File: config.mk
export PLATFORM = sky130hd
export DESIGN_NAME = tx_supervision_timers
export DESIGN_NICKNAME = d
export VERILOG_FILES = /design/src/tx_sup_pkg.sv /design/src/bit_tick_divider.sv /design/src/tx_supervision_timers.sv
export VERILOG_INCLUDE_DIRS = /design/src /design/src/src
export SDC_FILE = /design/constraint.sdc
export NUM_CORES = 1
export LEC_CHECK = 0
export BUFFER_PORTS_ARGS = -buffer_cell sky130_fd_sc_hd__buf_2
export CORE_ASPECT_RATIO = 1.1
export CORE_MARGIN = 2
export CORE_UTILIZATION = 30
export DETAILED_ROUTE_END_ITERATION = 6
export PLACE_DENSITY_LB_ADDON = 0.15
export SLEW_MARGIN = 20
export SYNTH_ARGS = -nofsm -noshare
export SYNTH_HDL_FRONTEND = slang
export SYNTH_SLANG_ARGS = --single-unit
File: constraint.sdc
create_clock -name i_mclk -period 3.3 [get_ports i_mclk]
set_input_delay 0.33 -clock i_mclk [delete_from_list [all_inputs] [get_ports i_mclk]]
set_output_delay 0.33 -clock i_mclk [all_outputs]
set_load 0.02 [all_outputs]
File: src/tx_sup_cfg.svh
/*
  constants for the transmit supervision timers: clock ratios, timer limits
  in bit times and heartbeat counts.
  assumes it is included by bare name from files under src/.
*/
`ifndef TX_SUP_CFG_SVH
`define TX_SUP_CFG_SVH

// ----------------------------------------------------------------------------
// bit clock division
// ----------------------------------------------------------------------------
`define TXS_DIV_W 4
`define TXS_RATIO_8X 4'h8
`define TXS_RATIO_6X 4'h6

// ----------------------------------------------------------------------------
// timer limits in bit times
// ----------------------------------------------------------------------------
`define TXS_JAB_W 17
`define TXS_JABBER_BITS 17'h18a88
`define TXS_LOOP_JABBER_BITS 17'h00145
`define TXS_ECHO_W 9
`define TXS_ECHO_BITS 9'h1fe
`define TXS_HB_W 3
`define TXS_HB_DELAY 3'h7
`define TXS_HB_HOLD 3'h7

`endif

File: src/tx_sup_pkg.sv
/*
  types shared by the transmit supervision timers.
  assumes nothing beyond a SystemVerilog compiler.
*/
package tx_sup_pkg;

  // --------------------------------------------------------------------------
  // heartbeat sequencer states, one-hot
  // --------------------------------------------------------------------------
  typedef enum logic [2:0] {
    HB_IDLE = 3'b001,
    HB_WAIT = 3'b010,
    HB_ASSERT = 3'b100
  } hb_state_t;

  // --------------------------------------------------------------------------
  // collision sources
  // --------------------------------------------------------------------------
  typedef struct packed {
    logic jabber;
    logic echo;
    logic heartbeat;
  } coll_src_t;

endpackage : tx_sup_pkg

File: src/bit_tick_divider.sv
/*
  divides the reference clock into one bit time: a tick pulse and a
  registered bit clock.
  assumes the reference clock is the module clock and i_ratio_sel is synchronous.
*/
`timescale 1ns/1ps
`include "tx_sup_cfg.svh"

module bit_tick_divider (
  input wire logic i_mclk,
  input wire logic i_rst_n,
  input wire logic i_ce,
  input wire logic i_ratio_sel,
  output logic o_bit_tick,
  output logic o_tx_bit_clock
);

  logic [`TXS_DIV_W-1:0] div_cnt;
  wire [`TXS_DIV_W-1:0] ratio = i_ratio_sel ? `TXS_RATIO_6X : `TXS_RATIO_8X;
  wire div_last = (div_cnt >= ratio - 4'h1);
  wire [`TXS_DIV_W-1:0] next_div_cnt = div_last ? 4'h0 : div_cnt + 4'h1;
  wire next_clock = (div_cnt < (ratio >> 1)) || div_last;

  always_ff @(posedge i_mclk or negedge i_rst_n) begin
    if (!i_rst_n) begin
      div_cnt <= 4'h0;
      o_bit_tick <= 1'b0;
      o_tx_bit_clock <= 1'b0;
    end else if (i_ce) begin
      div_cnt <= next_div_cnt;
      o_bit_tick <= div_last;
      o_tx_bit_clock <= next_clock;
    end
  end
endmodule : bit_tick_divider

File: src/tx_supervision_timers.sv
/*
  transmit supervision: collision hold, heartbeat, jabber watchdog and echo
  timer for a station encoder/decoder.
  assumes all inputs are synchronous to i_mclk, which is the reference clock,
  and that enable inputs are already in active-high form.
*/
`timescale 1ns/1ps
`include "tx_sup_cfg.svh"

module tx_supervision_timers #(
  parameter logic [`TXS_JAB_W-1:0] JABBER_BITS = `TXS_JABBER_BITS,
  parameter logic [`TXS_JAB_W-1:0] LOOP_JABBER_BITS = `TXS_LOOP_JABBER_BITS,
  parameter logic [`TXS_ECHO_W-1:0] ECHO_BITS = `TXS_ECHO_BITS
) (
  input wire logic i_mclk,
  input wire logic i_rst_n,
  input wire logic i_ce,
  input wire logic i_ctrl_tx_enable,
  input wire logic i_rx_valid_out,
  input wire logic i_loopback_sel_n,
  input wire logic i_clock_ratio_sel,
  input wire logic i_echo_enable,
  output logic o_collision_out,
  output logic o_line_tx_enable_n,
  output logic o_internal_tx_active,
  output logic o_tx_bit_clock,
  output tx_sup_pkg::coll_src_t o_coll_src
);

  // --------------------------------------------------------------------------
  // elaboration checks
  // --------------------------------------------------------------------------
  if (JABBER_BITS == 17'h0 || LOOP_JABBER_BITS == 17'h0 || ECHO_BITS == 9'h0) begin : g_bad
    $error("timer limits must be nonzero");
  end

  // --------------------------------------------------------------------------
  // bit time
  // --------------------------------------------------------------------------
  logic bit_tick;

  bit_tick_divider u_div (
    .i_mclk(i_mclk),
    .i_rst_n(i_rst_n),
    .i_ce(i_ce),
    .i_ratio_sel(i_clock_ratio_sel),
    .o_bit_tick(bit_tick),
    .o_tx_bit_clock(o_tx_bit_clock)
  );

  // --------------------------------------------------------------------------
  // state
  // --------------------------------------------------------------------------
  logic tx_active;
  logic [`TXS_JAB_W-1:0] jab_cnt;
  logic jabber_trip;
  logic [`TXS_ECHO_W-1:0] echo_cnt;
  logic echo_seen;
  logic echo_trip;
  logic coll_hold;
  tx_sup_pkg::hb_state_t hb_state;
  logic [`TXS_HB_W-1:0] hb_cnt;

  // --------------------------------------------------------------------------
  // jabber watchdog
  // --------------------------------------------------------------------------
  wire loopback = !i_loopback_sel_n;
  wire [`TXS_JAB_W-1:0] jab_limit = loopback ? LOOP_JABBER_BITS : JABBER_BITS;
  wire jab_run = tx_active && bit_tick && (jab_cnt < jab_limit);
  wire jab_expire = tx_active && (jab_cnt >= jab_limit);
  wire [`TXS_JAB_W-1:0] next_jab_cnt =
    !tx_active ? 17'h0 : (jab_run ? jab_cnt + 17'h1 : jab_cnt);
  wire next_jabber_trip = tx_active && (jabber_trip || jab_expire);

  // --------------------------------------------------------------------------
  // echo timer
  // --------------------------------------------------------------------------
  wire echo_run = tx_active && !echo_seen && bit_tick && (echo_cnt < ECHO_BITS);
  wire echo_expire = tx_active && !echo_seen && i_echo_enable
    && (echo_cnt >= ECHO_BITS);
  wire [`TXS_ECHO_W-1:0] next_echo_cnt =
    !tx_active ? 9'h0 : (echo_run ? echo_cnt + 9'h1 : echo_cnt);
  wire next_echo_seen = tx_active && (echo_seen || i_rx_valid_out);
  wire next_echo_trip = echo_expire;

  // --------------------------------------------------------------------------
  // collision hold: a new event wins over the release
  // --------------------------------------------------------------------------
  wire coll_set = jab_expire || echo_expire;
  wire coll_release = !i_ctrl_tx_enable && !i_rx_valid_out;
  wire next_coll_hold = coll_set || (coll_hold && !coll_release);

  // --------------------------------------------------------------------------
  // heartbeat sequencer
  // --------------------------------------------------------------------------
  wire tx_fall = tx_active && !i_ctrl_tx_enable;
  wire hb_cnt_done = (hb_state == tx_sup_pkg::HB_WAIT) ? (hb_cnt == `TXS_HB_DELAY)
    : (hb_cnt == `TXS_HB_HOLD);
  tx_sup_pkg::hb_state_t next_hb_state;

  always_comb begin
    next_hb_state = hb_state;
    case (hb_state)
      tx_sup_pkg::HB_IDLE: begin
        if (tx_fall) begin
          next_hb_state = tx_sup_pkg::HB_WAIT;
        end
      end
      tx_sup_pkg::HB_WAIT: begin
        if (i_ctrl_tx_enable) begin
          next_hb_state = tx_sup_pkg::HB_IDLE;
        end else if (bit_tick && hb_cnt_done) begin
          next_hb_state = tx_sup_pkg::HB_ASSERT;
        end
      end
      tx_sup_pkg::HB_ASSERT: begin
        if (bit_tick && hb_cnt_done) begin
          next_hb_state = tx_sup_pkg::HB_IDLE;
        end
      end
      default: begin
        next_hb_state = tx_sup_pkg::HB_IDLE;
      end
    endcase
  end

  wire hb_state_change = (next_hb_state != hb_state);
  wire [`TXS_HB_W-1:0] next_hb_cnt = hb_state_change ? 3'h0
    : (bit_tick ? hb_cnt + 3'h1 : hb_cnt);
  wire hb_active = (hb_state == tx_sup_pkg::HB_ASSERT);

  // --------------------------------------------------------------------------
  // outputs
  // --------------------------------------------------------------------------
  wire next_collision = next_coll_hold || (next_hb_state == tx_sup_pkg::HB_ASSERT);
  wire next_line_tx_enable_n = !(i_ctrl_tx_enable && !next_jabber_trip && !loopback);
  tx_sup_pkg::coll_src_t next_coll_src;
  assign next_coll_src = '{jabber: next_jabber_trip, echo: next_echo_trip,
    heartbeat: (next_hb_state == tx_sup_pkg::HB_ASSERT)};

  // --------------------------------------------------------------------------
  // registers
  // --------------------------------------------------------------------------
  always_ff @(posedge i_mclk or negedge i_rst_n) begin
    if (!i_rst_n) begin
      tx_active <= 1'b0;
      jab_cnt <= 17'h0;
      jabber_trip <= 1'b0;
      echo_cnt <= 9'h0;
      echo_seen <= 1'b0;
      echo_trip <= 1'b0;
      coll_hold <= 1'b0;
    end else if (i_ce) begin
      tx_active <= i_ctrl_tx_enable;
      jab_cnt <= next_jab_cnt;
      jabber_trip <= next_jabber_trip;
      echo_cnt <= next_echo_cnt;
      echo_seen <= next_echo_seen;
      echo_trip <= next_echo_trip;
      coll_hold <= next_coll_hold;
    end
  end

  always_ff @(posedge i_mclk or negedge i_rst_n) begin
    if (!i_rst_n) begin
      hb_state <= tx_sup_pkg::HB_IDLE;
      hb_cnt <= 3'h0;
    end else if (i_ce) begin
      hb_state <= next_hb_state;
      hb_cnt <= next_hb_cnt;
    end
  end

  always_ff @(posedge i_mclk or negedge i_rst_n) begin
    if (!i_rst_n) begin
      o_collision_out <= 1'b0;
      o_line_tx_enable_n <= 1'b1;
      o_internal_tx_active <= 1'b0;
      o_coll_src <= '0;
    end else if (i_ce) begin
      o_collision_out <= next_collision;
      o_line_tx_enable_n <= next_line_tx_enable_n;
      o_internal_tx_active <= i_ctrl_tx_enable;
      o_coll_src <= next_coll_src;
    end
  end
endmodule : tx_supervision_timers

==> flow_summary.yaml <==
clocking:
  cts_buffers: 5
  cts.path.max_buffers: 2
  post-cts-setup-buffers: 0
  cts_sinks: 46
  post_cts_resized: 0
  holdBufCountCts: 0
  clock_latency_ns: 0.31
  h-tree-depth: 2
  cts_tree: "done"
  clkTransAtPathRegs_ns: 0.09
  root_buffer: "clkbuf_8"
place:
  hpwl_um: 5310
  gp_congestion: 0.823
  port_buffers: 14
  dpl.cell_count: 441
critical_path:
  cp_cell_sequence: "ha_1, and4_1, and4bb_1, o21ai_2, nand3_4, o311a_2, a221o_1"
  slowest_stage: "dfrtp_1"
  critical_path_arrival_ns: 2.72
  cp_max_fo: 18
  r2r_start: "jab_cnt[3]"
  rr_endpoint: "jab_cnt[7]"
  cp-endpoint: "jab_cnt[7]"
  critPathKind: "flip-flop to flip-flop"
  crit_required_ns: 3.50
  startpoint: "jab_cnt[3]"
  reg2reg_depth: 7
  end_kind: "flip-flop"
  slowest_delay_ns: 0.49
  r2r_slack_ns: 0.78
  critPathLaunchType: "flip-flop"
power:
  p_leak_nw: 1.43
  power.density_mw_per_mm2: 424
  peakVddDrop_uv: 162
  p_total_w: 0.00135
die:
  ios: 15
  die_area_sq_mm: 0.0105
  die_h_um: 107
  core_sq_mm: 0.00940
  die_w_um: 98.0
  initial_core_util: 0.310
  rows: 37
detailed_routing:
  viasPerCell: 5.41
  routed_wl_um: 7580
  vias: 2429
  remaining_drc_errors: 0
  drtPass1Iterations: 4
  ant_nets: 0
  drtIter0Drc: 98
  wl_per_cell_um: 16.9
synthesis:
  synth_area_sq_mm: 0.00292
  yosys.area.top_type: "dfrtp_1"
  synthCells: 319
  synth_area_leaders: "dfrtp_1 38%, ha_1 8.1%, nand2_1 5.5%, o21ai_0 3.3%, nand3_1 3.1%"
  yosysTopAreaCellShare: 0.377
  yosys_warnings: 0
  ys_seq_area_frac: 0.395
  synth_ff_type: "dfrtp_1"
  yosysUniqueCellTypes: 66
  syn_avg_cell_area_sq_um: 9.15
  synth_nets: 346
  synthArstFlopShare: 1.00
  synth_edf_count: 0
  ys_seq_elements: 46
global_route:
  grt_usage: 0.148
  antenna_found_initial: 0
  grt_max_degree: 33
  grt_pass1_vias: 2371
  grt_overflow: 0
  grt_pass1_wl_um: 12400
sta:
  tns_ns: 0
  worst_pin_slew_ns: 0.637
  min_period_ns: 2.52
  holdWs_ns: 0.0324
  maxSlewViolCount: 0
  timing.slew.headroom: 0.575
  setup_viol: 0
  grt_setup_unrepaired: "no"
  timing.fmax_mhz: 397
  final.period_utilization: 0.764
  hold_violations: 0
  final.setup_skew_ns: 0.0108
layout:
  regArea_sq_mm: 0.00115
  post-route-util: 0.338
  drive_gt1_frac: 0.130
  fin_nets: 358
  n_antenna_cell: 0
  stdcell_count: 449
  area_growth_pct: 9.01
  multi_input_area_sq_mm: 0.00163
  nFillCells: 968
run:
  max_cap_violations: 0
hold_path:
  hold_path.class: "input port to asynchronous set/reset pin"
status:
  status: "finished clean"
## metrics by stage
stage / setup WS, ns / instance area (sq um)
after floorplan: 1.05 / 2920
after global placement: 0.670 / 3090
after detailed placement: 0.596 / 3090
after CTS: 0.793 / 3180
after global routing: 0.673 / 3180
final: 0.779 / 3180
## cell usage in the layout (no fill, tap or decap), types with 7 or more instances in the layout
cell type  synthesis  final
dfrtp_1           44     44
nand2_1           43     43
nor2_1            24     24
o21ai_0           19     19
ha_1              19     19
nand3_1           18     18
buf_2              0     14
inv_1             12     12
nor3_1            10     10
a21oi_1           10     10
nand4_1            7      7
## layer usage
layer	part of all wire	up-vias	GRT usage
met3	0.032	9	0.0273
met2	0.48	37	0.258
met1	0.47	1171	0.186
met4	0.017	0	0.0427
met5	0	-	0
li1	-	1212	-
## power breakdown
part	switching (W)	internal (W)
logic	0.000183	0.000120
registers	0.0000613	0.000618
clock network	0.000217	0.000149
total	0.000461	0.000888
## layout make-up
| cell class | instances | share of cell area |
|---|---|---|
| Clock buffer | 5 | 0.0216 |
| Sequential cell | 46 | 0.363 |
| Timing Repair Buffer | 19 | 0.0338 |
| Tap cell | 117 | 0.0460 |
| Multi-Input combinational cell | 246 | 0.514 |
| Clock inverter | 3 | 0.00669 |
| Inverter | 13 | 0.0153 |
## critical path, delay by kind of cell (launching register included)
kind	cells	cell delay (ns)
and+or+nand+nor	3	0.70
DFF	1	0.49
adders and majority gates	1	0.32
AOI/OAI and AO/OA	3	0.90
## synthesized netlist by cell type (all sizes together), types with 4 or more instances
library cell,n
a21oi,10
a31oi,4
and2,4
and3,5
buf,5
clkbuf,9
dfrtp,44
ha,19
inv,12
mux2i,4
nand2,43
nand3,19
nand4,7
nor2,24
nor2b,4
nor3,12
nor4,4
o211ai,4
o21ai,20
## sequential cells by signal, summed over array words and instances (netlist names), 3 cells and up
signal / cells
jab_cnt: 17
echo_cnt: 9
o_coll_src: 3
hb_state: 3
hb_cnt: 3
u_div.div_cnt: 4
## worst min path at each step
| stage | start | to | slack (ns) | depth (start not counted) |
|---|---|---|---|---|
| CTS | i_rst_n | jab_cnt[6] | 0.05 | 1 |
| floorplan | i_rst_n | coll_hold | 0.03 | 0 |
| detailed placement | i_rst_n | jab_cnt[6] | 0.40 | 1 |
| global placement | i_rst_n | jab_cnt[6] | 0.38 | 1 |
| finish | i_rst_n | jab_cnt[6] | 0.03 | 1 |
| global route | i_rst_n | jab_cnt[8] | 0.07 | 1 |
## cell families (layout without fill, tap and decap cells)
family,Yosys count,after routing,synth area share
AND/OR/NAND/NOR,140,140,0.258
AO/OA/AOI/OAI,77,77,0.188
flip-flops,46,46,0.395
buffers and inverters,27,40,0.0446
adder cells (fa/ha/maj),19,19,0.0815
XOR/XNOR,5,5,0.0150
multiplexers,5,5,0.0176
Note: power is estimated with default switching activity, not from simulation.
